$ cat src/design/pmc_pkg.sv
/*
  constants, types and register layout of the power mode clock controller.
  assumes a single 25 MHz system clock and an i2c slave engine on that
  clock that presents decoded register accesses.
*/

`default_nettype none

package pmc_pkg;

  // ****************************************************************
  // timing
  // ****************************************************************
  localparam int unsigned CLK_HZ    = 25_000_000;
  localparam int unsigned SLOW_HZ   = 32_768;
  localparam int unsigned SLOW_DIV  = (CLK_HZ + SLOW_HZ / 2) / SLOW_HZ;
  localparam int unsigned MS_PER_S  = 1000;
  localparam logic [7:0]  DEB_TICKS = 8'h20;

  // ****************************************************************
  // register map
  // ****************************************************************
  localparam logic [7:0] ADDR_SYSCTL  = 8'h02;
  localparam logic [7:0] ADDR_SYSCTL2 = 8'h03;
  localparam logic [7:0] SYSCTL_RST   = 8'h0f;
  localparam logic [7:0] SYSCTL2_RST  = 8'h00;
  localparam int unsigned BIT_SLEEP   = 4;
  localparam int unsigned BIT_OSCOFF  = 5;
  localparam int unsigned BIT_EXTCLK  = 6;
  localparam int unsigned BIT_SRST    = 7;
  localparam int unsigned BIT_DOZE_EN = 3;
  localparam logic        RW_WRITE    = 1'b0;

  localparam int unsigned DOZE_MS [8] =
    '{4, 16, 32, 64, 128, 256, 512, 1024};

  // ****************************************************************
  // types
  // ****************************************************************
  typedef enum logic [1:0] {
    PMC_OPER,
    PMC_SLEEP,
    PMC_HIBER,
    PMC_KEYCHK
  } pmc_state_t;

  typedef struct packed {
    logic       wr;
    logic       rd;
    logic [7:0] addr;
    logic [7:0] wdata;
  } pmc_reg_req_t;

  typedef struct packed {
    logic [3:0] rc_en;
    logic [3:0] slow_en;
  } pmc_gate_t;

  function automatic logic [15:0] doze_ticks(input logic [2:0] sel);
    doze_ticks = 16'(DOZE_MS[sel] * SLOW_HZ / MS_PER_S);
  endfunction

endpackage

`default_nettype wire

$ cat src/design/pmc_ctrl.sv
/*
  power mode and clock gate controller with its two control registers.
  assumes an i2c slave engine on clk that decodes register accesses and
  flags own address matches; pins arrive asynchronously.
*/
`timescale 1ns/1ps
`default_nettype none

module pmc_ctrl
  import pmc_pkg::*;
#(
  parameter int unsigned TICK_DIV = SLOW_DIV
) (
  input  wire logic         clk,
  input  wire logic         rst,
  input  wire pmc_reg_req_t reg_req,
  output logic [7:0]        rd_data,
  input  wire logic         addr_match,
  input  wire logic         rw_bit,
  input  wire logic         txn_done,
  input  wire logic         scl_i,
  output logic              scl_o,
  output logic              scl_oe_n,
  input  wire logic         rc_ready,
  input  wire logic         wake_pin,
  input  wire logic         key_detect,
  input  wire logic         hotkey_evt,
  input  wire logic         key_scan_irq,
  input  wire logic         rotary_irq,
  output pmc_gate_t         gate,
  output logic              rc_osc_on,
  output logic              osc_off,
  output logic              ext_clk_sel,
  output logic              soft_reset,
  output pmc_state_t        mode
);

  // ****************************************************************
  // declarations
  // ****************************************************************
  pmc_state_t state_q;
  pmc_state_t state_d;
  logic [3:0] sync1_q;
  logic [3:0] sync2_q;
  logic       scl_s;
  logic       rdy_s;
  logic       wake_s;
  logic       key_s;
  logic       wake_d1_q;
  logic [15:0] div_q;
  logic       tick_q;
  logic [3:0] en_q;
  logic       hib_q;
  logic       ext_q;
  logic       srst_q;
  logic [3:0] ctl2_q;
  logic       busy_q;
  logic [15:0] doze_q;
  logic       doze_fire;
  logic       stretch_q;
  logic       wr1;
  logic       wr2;
  logic       i2c_wake;
  logic       wake_evt;
  logic       deb_start;
  logic       deb_ok;
  logic       deb_bad;

  // ****************************************************************
  // pin synchronisers
  // ****************************************************************
  always_ff @(posedge clk or posedge rst) begin
    if (rst) begin
      sync1_q <= 4'h0;
      sync2_q <= 4'h0;
    end else begin
      sync1_q <= {key_detect, wake_pin, rc_ready, scl_i};
      sync2_q <= sync1_q;
    end
  end

  assign scl_s  = sync2_q[0];
  assign rdy_s  = sync2_q[1];
  assign wake_s = sync2_q[2];
  assign key_s  = sync2_q[3];

  always_ff @(posedge clk or posedge rst) begin
    if (rst) begin
      wake_d1_q <= 1'b0;
    end else begin
      wake_d1_q <= wake_s;
    end
  end

  // ****************************************************************
  // 32 kHz tick divider
  // ****************************************************************
  always_ff @(posedge clk or posedge rst) begin
    if (rst) begin
      div_q  <= 16'h0000;
      tick_q <= 1'b0;
    end else if (div_q == 16'(TICK_DIV - 1)) begin
      div_q  <= 16'h0000;
      tick_q <= 1'b1;
    end else begin
      div_q  <= div_q + 16'h0001;
      tick_q <= 1'b0;
    end
  end

  // ****************************************************************
  // register writes
  // ****************************************************************
  // writes only count while operational
  assign wr1 = reg_req.wr && reg_req.addr == ADDR_SYSCTL &&
               state_q == PMC_OPER && !srst_q;
  assign wr2 = reg_req.wr && reg_req.addr == ADDR_SYSCTL2 &&
               state_q == PMC_OPER && !srst_q;
  assign i2c_wake = addr_match && rw_bit == RW_WRITE;

  always_ff @(posedge clk or posedge rst) begin
    if (rst) begin
      en_q <= SYSCTL_RST[3:0];
      ext_q <= SYSCTL_RST[BIT_EXTCLK];
    end else if (srst_q) begin
      en_q <= SYSCTL_RST[3:0];
      ext_q <= SYSCTL_RST[BIT_EXTCLK];
    end else if (wr1) begin
      en_q <= reg_req.wdata[3:0];
      ext_q <= reg_req.wdata[BIT_EXTCLK];
    end
  end

  // oscillator-off bit: host may only set it
  always_ff @(posedge clk or posedge rst) begin
    if (rst) begin
      hib_q <= SYSCTL_RST[BIT_OSCOFF];
    end else if (srst_q || (i2c_wake && state_q != PMC_OPER)) begin
      hib_q <= 1'b0;
    end else if (wr1 && reg_req.wdata[BIT_OSCOFF]) begin
      hib_q <= 1'b1;
    end
  end

  always_ff @(posedge clk or posedge rst) begin
    if (rst) begin
      srst_q <= 1'b0;
    end else begin
      srst_q <= wr1 && reg_req.wdata[BIT_SRST];
    end
  end

  always_ff @(posedge clk or posedge rst) begin
    if (rst) begin
      ctl2_q <= SYSCTL2_RST[3:0];
    end else if (srst_q) begin
      ctl2_q <= SYSCTL2_RST[3:0];
    end else if (wr2) begin
      ctl2_q <= reg_req.wdata[3:0];
    end
  end

  // ****************************************************************
  // register reads
  // ****************************************************************
  always_ff @(posedge clk or posedge rst) begin
    if (rst) begin
      rd_data <= 8'h00;
    end else if (reg_req.rd && reg_req.addr == ADDR_SYSCTL) begin
      rd_data <= {srst_q, ext_q, hib_q,
                  state_q == PMC_SLEEP || state_q == PMC_KEYCHK, en_q};
    end else if (reg_req.rd && reg_req.addr == ADDR_SYSCTL2) begin
      rd_data <= {4'h0, ctl2_q};
    end else if (reg_req.rd) begin
      rd_data <= 8'h00;
    end
  end

  // ****************************************************************
  // auto-sleep countdown
  // ****************************************************************
  always_ff @(posedge clk or posedge rst) begin
    if (rst) begin
      busy_q <= 1'b0;
    end else if (addr_match) begin
      busy_q <= 1'b1;
    end else if (txn_done || srst_q) begin
      busy_q <= 1'b0;
    end
  end

  // own transactions and SYSCTL2 writes reload the count; it is held loaded outside PMC_OPER or with doze off
  always_ff @(posedge clk or posedge rst) begin
    if (rst) begin
      doze_q <= doze_ticks(SYSCTL2_RST[2:0]);
    end else if (state_q != PMC_OPER || !ctl2_q[BIT_DOZE_EN] ||
                 busy_q || addr_match || txn_done || wr2) begin
      doze_q <= doze_ticks(ctl2_q[2:0]);
    end else if (tick_q && doze_q != 16'h0000) begin
      doze_q <= doze_q - 16'h0001;
    end
  end

  assign doze_fire = state_q == PMC_OPER && ctl2_q[BIT_DOZE_EN] &&
                     !busy_q && tick_q && doze_q == 16'h0001;

  // ****************************************************************
  // hibernate key debounce
  // ****************************************************************
  assign deb_start = state_q == PMC_HIBER && key_s && !i2c_wake;

  pmc_debounce #(
    .TICKS (DEB_TICKS)
  ) u_deb (
    .clk     (clk),
    .rst     (rst),
    .start   (deb_start),
    .tick    (tick_q),
    .level   (key_s),
    .valid   (deb_ok),
    .invalid (deb_bad)
  );

  // ****************************************************************
  // mode state machine
  // ****************************************************************
  assign wake_evt = i2c_wake || (wake_s && !wake_d1_q) || hotkey_evt ||
                    key_scan_irq || rotary_irq;

  always_comb begin
    state_d = state_q;
    case (state_q)
      PMC_OPER: begin
        if (wr1 && reg_req.wdata[BIT_OSCOFF]) begin
          state_d = PMC_HIBER;
        end else if (wr1 && reg_req.wdata[BIT_SLEEP]) begin
          state_d = PMC_SLEEP;
        end else if (doze_fire) begin
          state_d = PMC_SLEEP;
        end
      end
      PMC_SLEEP: begin
        if (wake_evt) begin
          state_d = PMC_OPER;
        end
      end
      PMC_HIBER: begin
        // hotkeys are not looked at here
        if (i2c_wake) begin
          state_d = PMC_OPER;
        end else if (key_s) begin
          state_d = PMC_KEYCHK;
        end
      end
      PMC_KEYCHK: begin
        if (i2c_wake) begin
          state_d = PMC_OPER;
        end else if (deb_ok) begin
          state_d = PMC_SLEEP;
        end else if (deb_bad) begin
          state_d = PMC_HIBER;
        end
      end
      default: begin
        state_d = PMC_OPER;
      end
    endcase
  end

  always_ff @(posedge clk or posedge rst) begin
    if (rst) begin
      state_q <= PMC_OPER;
    end else if (srst_q) begin
      state_q <= PMC_OPER;
    end else begin
      state_q <= state_d;
    end
  end

  // ****************************************************************
  // clock gates and oscillator controls
  // ****************************************************************
  always_ff @(posedge clk or posedge rst) begin
    if (rst) begin
      gate        <= '0;
      rc_osc_on   <= 1'b0;
      osc_off     <= 1'b0;
      ext_clk_sel <= 1'b0;
      soft_reset  <= 1'b0;
      mode        <= PMC_OPER;
    end else begin
      gate.rc_en   <= state_q == PMC_OPER ? en_q : 4'h0;
      gate.slow_en <= state_q == PMC_HIBER ? 4'h0 : en_q;
      rc_osc_on    <= state_q == PMC_OPER;
      osc_off      <= state_q == PMC_HIBER;
      ext_clk_sel  <= ext_q;
      soft_reset   <= srst_q;
      mode         <= state_q;
    end
  end

  // ****************************************************************
  // serial clock stretch on wake
  // ****************************************************************
  always_ff @(posedge clk or posedge rst) begin
    if (rst) begin
      stretch_q <= 1'b0;
    end else if (i2c_wake && state_q != PMC_OPER) begin
      stretch_q <= 1'b1;
    end else if (rdy_s) begin
      stretch_q <= 1'b0;
    end
  end

  // grab the line only while the master already holds it low
  always_ff @(posedge clk or posedge rst) begin
    if (rst) begin
      scl_oe_n <= 1'b1;
      scl_o    <= 1'b0;
    end else begin
      scl_o <= 1'b0;
      if (!stretch_q || rdy_s) begin
        scl_oe_n <= 1'b1;
      end else if (!scl_s) begin
        scl_oe_n <= 1'b0;
      end
    end
  end
endmodule // pmc_ctrl

`default_nettype wire

$ cat src/design/pmc_debounce.sv
/*
  key debounce on the 32 kHz tick enable.
  assumes level is already synchronised to clk.
*/
`timescale 1ns/1ps
`default_nettype none

module pmc_debounce
  import pmc_pkg::*;
#(
  parameter logic [7:0] TICKS = DEB_TICKS
) (
  input  wire logic clk,
  input  wire logic rst,
  input  wire logic start,
  input  wire logic tick,
  input  wire logic level,
  output logic      valid,
  output logic      invalid
);

  logic       busy_q;
  logic [7:0] cnt_q;

  // ****************************************************************
  // counter
  // ****************************************************************
  always_ff @(posedge clk or posedge rst) begin
    if (rst) begin
      busy_q  <= 1'b0;
      cnt_q   <= 8'h00;
      valid   <= 1'b0;
      invalid <= 1'b0;
    end else begin
      valid   <= 1'b0;
      invalid <= 1'b0;
      if (start) begin
        busy_q <= 1'b1;
        cnt_q  <= TICKS;
      end else if (busy_q && tick) begin
        if (!level) begin
          busy_q  <= 1'b0;
          invalid <= 1'b1;
        end else if (cnt_q <= 8'h01) begin
          busy_q <= 1'b0;
          valid  <= 1'b1;
        end else begin
          cnt_q <= cnt_q - 8'h01;
        end
      end
    end
  end

endmodule // pmc_debounce

`default_nettype wire

$ cat config.mk
export PLATFORM = sky130hd
export DESIGN_NAME = pmc_ctrl
export DESIGN_NICKNAME = d
export VERILOG_FILES = /design/src/design/pmc_pkg.sv /design/src/design/pmc_ctrl.sv /design/src/design/pmc_debounce.sv
export SDC_FILE = /design/constraint.sdc
export NUM_CORES = 1
export LEC_CHECK = 0
export BUFFER_PORTS_ARGS = -buffer_cell sky130_fd_sc_hd__buf_4
export CAP_MARGIN = 20
export CORE_MARGIN = 2
export CORE_UTILIZATION = 30
export DETAILED_ROUTE_END_ITERATION = 7
export SYNTH_ARGS = -nofsm -noshare
export SYNTH_HDL_FRONTEND = slang
export SYNTH_SLANG_ARGS = --single-unit
$ cat constraint.sdc
create_clock -name clk -period 10.23 [get_ports clk]
set_clock_uncertainty 0.1 [all_clocks]
set_input_delay 1.5345 -clock clk [delete_from_list [all_inputs] [get_ports clk]]
set_output_delay 1.5345 -clock clk [all_outputs]
set_load 0.03 [all_outputs]
After elaboration in Yosys (flattened, before gate mapping)
Memory sizes are Yosys's and may differ from the RTL's. Index checks and enable logic that the tools add are counted.

Add/subtract/negate cells: 3. Divide/modulo/power cells: 1. Magnitude comparators: 2. Eq/ne operators: 14. Multiplexer cells: 51. Bitwise logic cells: 2. Reductions and logical operators: 56.

Operators with widths (number): $mux 8 (7); $mux 16 (3); $mux 17 (2); $div 32x10->32 const B (1); $mux 4 (6); $logic_and 1x1->1 (22); $mux 1 (22); $mux 2 (10); $reduce_bool 2->1 (9); $add 16x1->16 const B (1); $eq 16x1->1 const B (1); $eq 16x10->1 const B (1); $eq 8x2->1 const B (2); $reduce_bool 16->1 (1); $sub 16x1->16 const B (1); $logic_or 1x1->1 (13); $le 8x1->1 const B (1); $pmux 2 s4 (1); $sub 8x1->8 const B (1); $logic_not 1->1 (6); $ne 5x3->1 const B (1); $ne 5x5->1 const B (1); $eq 2x2->1 const B (2); $ge 4x4->1 const B (1); other kinds (13) (13).

Register bits after elaboration: 91. Bits in read-only memories: 256. Memories kept: 1.

Memory list: (name not given) (words 8, bits a word 32, read ports 1, clocked after Yosys merged registers in 0, wr ports 0, RTL line pmc_pkg.sv:60) `doze_ticks = 16'(DOZE_MS[sel] * SLOW_HZ / MS_PER_S);`.

Depth between registers and ports, before layout
Word-level depth: 10. Gate-level depth with buffers: 35. Depth with buffers taken out: 30.

Cells and area by module
Synthesis repeated with hierarchy kept, for this count alone.

Cells, all modules: 616. Area, all modules: 5709.2 µm².

Modules (own cells, without submodules): pmc_ctrl (times used 1, cells each 559, area each 5133.7 µm², sequential area each 2011.9 µm²); pmc_debounce (times used 1, cells each 57, area each 575.6 µm², sequential area each 275.3 µm²).

Worst setup path after synthesis
No wires, ideal clock.

Path type: reg2reg. Start: reg ctl2_q[1]. End: reg doze_q[0]. Setup time: 0.084 ns. Arrival: 7.445 ns. Setup slack: 2.601 ns. Cell stages (with the launch flop): 33. Clock period less this slack: 7.629 ns. Path through: dfrtp_1 buf_6 clkbuf_1 and2_1 clkbuf_1 o21bai_1 ha_1 nor2_2 ha_1 nor4b_2 xor2_1 a21oi_2 a2111oi_4 or2_2 clkbuf_1 ha_1 o2111ai_1 a211o_1 buf_6 nand2_1 ha_1 or3_1 nor2_1 a22o_1 a221oi_4 o31ai_1 ha_1 o21ai_0 a211o_1 or4_1 a311oi_1 a311o_1 a31oi_1.

Word-level cells in the longest chain between the ends: 6.

RTL lines: from (decl) (RTL line pmc_ctrl.sv:56) `logic [3:0] ctl2_q;`; from (signal assigned) (RTL line pmc_ctrl.sv:155) `ctl2_q <= SYSCTL2_RST[3:0];`; from (signal assigned) (RTL line pmc_ctrl.sv:157) `ctl2_q <= SYSCTL2_RST[3:0];`; from (signal assigned) (RTL line pmc_ctrl.sv:159) `ctl2_q <= reg_req.wdata[3:0];`; $not 3->4 (implied by the code) (RTL line pmc_pkg.sv:60); $mem_v2 8x32; $mux 17 (implied by the code) (2 in series) (RTL line pmc_pkg.sv:60); $div 32x10->32 (RTL line pmc_pkg.sv:60); $mux 16 (RTL line pmc_ctrl.sv:196) `end else if (state_q != PMC_OPER || !ctl2_q[BIT_DOZE_EN] ||`; to (signal assigned) (RTL line pmc_ctrl.sv:195) `doze_q <= doze_ticks(SYSCTL2_RST[2:0]);`; to (signal assigned) (RTL line pmc_ctrl.sv:198) `doze_q <= doze_ticks(ctl2_q[2:0]);`; to (signal assigned) (RTL line pmc_ctrl.sv:200) `doze_q <= doze_q - 16'h0001;`; to (decl) (RTL line pmc_ctrl.sv:58) `logic [15:0] doze_q;`.

No other way between the ends. The select of a mux whose other input is x is not followed. A chain may end at the register's enable or synchronous reset.

Worst setup path in the final report
Start: reg ctl2_q[2]. End: reg doze_q[0].

Same word-level chain as after synthesis.

==> results.toml <==
[worst_setup_path]
cp_max_fo = 18
critPathArrivalTime_ps = 8610
worstPathRequired_ps = 10400
endpoint_kind = "flop"
worstSetupStartpointType = "flop"
critPathKind = "reg2reg"

[routing]
drc = 0
wl_per_cell_um = 14.22
vias = 4407
routed_wl_mm = 12.38
drt-initial-drc-count = 278
dr.pass1.iters = 6
viasPerCell = 5.060
drtAntennaViolNets = 0

[timing]
rsz0062_at_grt = "no"
drv_slew = 0
holdWs_ps = 248.7
hold_viol_final = 0
period_needed_ps = 8435
clock.fmax_mhz = 118.6
period_share = 0.8245
finalSetupViolations = 0
final.setup.tns_ps = 0
tightestPinTransition_ps = 828.0
maxSlewHeadroom = 0.4462

[synth]
synthCells = 594
synth-edff-count = 0
synth_warnings = 0
synth_fp_nets = 640
postSynthAreaPerCell_um2 = 9.228
synth_top_area_frac = 0.3789
synth_xor_area_frac = 0.07030
ys_async_sr_fraction = 1.000
synthMuxAreaShare = 0.02009
synth_compound_area_frac = 0.1764
synth.area.top_cells = "dfrtp_1 (38%), nor2_1 (4.4%), xnor2_1 (4.3%)"
yosys.area_share.simple = 0.2394
syn_area_um2 = 5482
yosys.area_share.adder = 0.03652
yosysUniqueCellTypes = 82
ys_seq_area_frac = 0.4173
ys_ff_latch = 91
synth_area_leader_cell = "dfrtp_1"
synth_top_family_by_area = "simple AND/OR/NAND/NOR gates"
synthFlopType = "dfrtp_1"

[clocking]
clk_latency_ps = 350
cts_resized = 0
cts_tree = "yes"
cts-buffers-inserted = 9
htree_num_levels = 3
clock_sinks = 91
cts_buffer_depth = 2
clk_pin_slew_worst_paths_ps = 70
cts-root-buf = "clkbuf_16"
ctsHoldBuffers = 0
cts_setup_buffers = 0

[flow_run]
drv_cap = 0

[power_and_ir_drop]
p_per_area_nw_per_um2 = 144.7
p_leak_nw = 2.911
vdd_drop_max_mv = 0.1020

[grt]
grt_overflow = 0
antenna_found_initial = 0
grt_pass1_vias = 4179
grt_max_degree = 59
grt_first_pass_wirelength_mm = 20.85
grt.total_usage = 0.1289

[placement]
port-buffer-count = 52
globalplace.congestion = 0.8291
place_hpwl_mm = 9.089
post_dp_cell_area_um2 = 6075
dp.cells = 854

[die]
row_count = 49
ios = 54
die_h_um = 139.2
core_area_um2 = 17960
die-area_um2 = 19370
start_util = 0.3051
dieWidth_um = 139.2

[final_layout]
final_cells = 871
utilization = 0.3560
multi_input_area_um2 = 2985
num-nets-final = 683
fill_cells = 1814
drive_above_1_share = 0.1760
syn_to_final_growth_pct = 16.66
final_area_um2 = 6395
seq_area_um2 = 2287
antenna_cells = 0

[hold_path]
hold_path.class = "reg2reg"

[outcome]
outcome = "completed"
cell type report:
type,instances,area share
multi-input combinational,452,0.4668
inverter,27,0.01604
tap,229,0.04481
clock inverter,7,0.01409
sequential,91,0.3577
timing repair buffer,56,0.06535
clock buffer,9,0.03522
registers in the layout, summed over array words and instances, names as in the netlist, 2 cells and up:
name         cells
ctl2_q           4
div_q           16
doze_q          16
en_q             4
gate             8
mode             2
rd_data          8
state_q          2
sync1_q          4
sync2_q          4
u_deb.cnt_q      8
per-stage QoR:
stage	power [W]	worst slack, ps
2_1_floorplan	0.0005320	2601
3_3_place_gp	0.0005821	2114
3_5_place_dp	0.0005812	1911
4_1_cts	0.0009343	1864
5_1_grt	0.0009732	980.4
6_report	0.0009251	1795
cells in the final DEF (no fill, tap or decap), types with 4 or more instances in the layout:
cell / instances
clkbuf_16: 9
nor2b_1: 11
buf_4: 55
xor2_1: 17
a211oi_1: 7
nand2b_1: 6
nor3b_1: 4
and2_1: 16
inv_1: 26
or4_1: 5
and3_1: 9
ha_1: 16
nor4_1: 7
mux2i_1: 5
or3_1: 7
o22ai_1: 6
xnor2_1: 27
o21a_1: 4
o211ai_1: 6
nand2_1: 38
a21o_1: 6
nor3_1: 16
nor2_1: 64
nand3_1: 28
dfstp_2: 8
a21oi_1: 27
mux2_2: 4
a211o_1: 8
dfrtp_1: 83
or2_2: 5
nand4_1: 5
a31oi_1: 4
o211a_1: 4
o21ai_0: 26
power by group:
group | total, W | internal, W | switching (W) | leakage [nW]
Combinational | 0.000172 | 0.0000674 | 0.000105 | 1.60
Clock | 0.000351 | 0.000197 | 0.000154 | 0.156
Sequential | 0.000403 | 0.000384 | 0.0000186 | 1.15
cell usage after synthesis (all sizes together), types with 7 or more instances:
| cell | number |
|---|---|
| nor4 | 8 |
| nand2 | 39 |
| clkbuf | 17 |
| a21o | 7 |
| a211o | 8 |
| or3 | 7 |
| buf | 7 |
| xor2 | 17 |
| nor2 | 67 |
| a211oi | 7 |
| nor2b | 11 |
| o21ai | 29 |
| nor3 | 16 |
| inv | 27 |
| dfstp | 8 |
| and2 | 17 |
| nand3 | 29 |
| xnor2 | 27 |
| ha | 16 |
| and3 | 11 |
| a21oi | 30 |
| dfrtp | 83 |
routing by layer:
metal | GRT usage | part of all wire
met3 | 0.02624 | 0.036
met5 | 0 | 0
met4 | 0.03243 | 0.0098
met1 | 0.1870 | 0.50
met2 | 0.1970 | 0.45
worst paths after layout:
path	slack, ps	depth (start not counted)	to	start
max	1800	27	doze_q[0]	ctl2_q[2]
min	250	0	sync2_q[3]	sync1_q[3]
max reg2reg	1800	27	doze_q[0]	ctl2_q[2]
min reg2reg	250	0	sync2_q[3]	sync1_q[3]
max in group asynchronous	7770	3	doze_q[11]	rst
min in group asynchronous	1130	2	div_q[7]	rst
worst max-delay path, stage by stage (launching register included):
cell       delay [ps]
dfrtp_1           610
nor2b_1           490
and2_1            230
ha_1              290
nor2_2            390
ha_1              370
nor4b_2           270
xor2_1            320
a21oi_2           150
a2111oi_4         510
or2_2             260
ha_1              260
o2111ai_1         190
a211o_1           400
nand2_1           180
ha_1              290
or3_1             470
nor2_1            120
a22o_1            190
a221oi_4          100
o31ai_1           450
ha_1              260
o21ai_0            90
a211o_1           280
or4_1             570
a311oi_1          300
a311o_1           150
a31oi_1            70
kinds of logic (layout without fill, tap and decap cells):
kind of cell    count (synthesis)  in the layout
mux                            10             10
buf+inv                        51             99
other cells                     1              1
fa+ha+maj                      16             16
xor+xnor                       44             44
compound gates                134            134
flops                          91             91
simple gates                  247            247
Note: power is estimated with default switching activity, not from simulation.
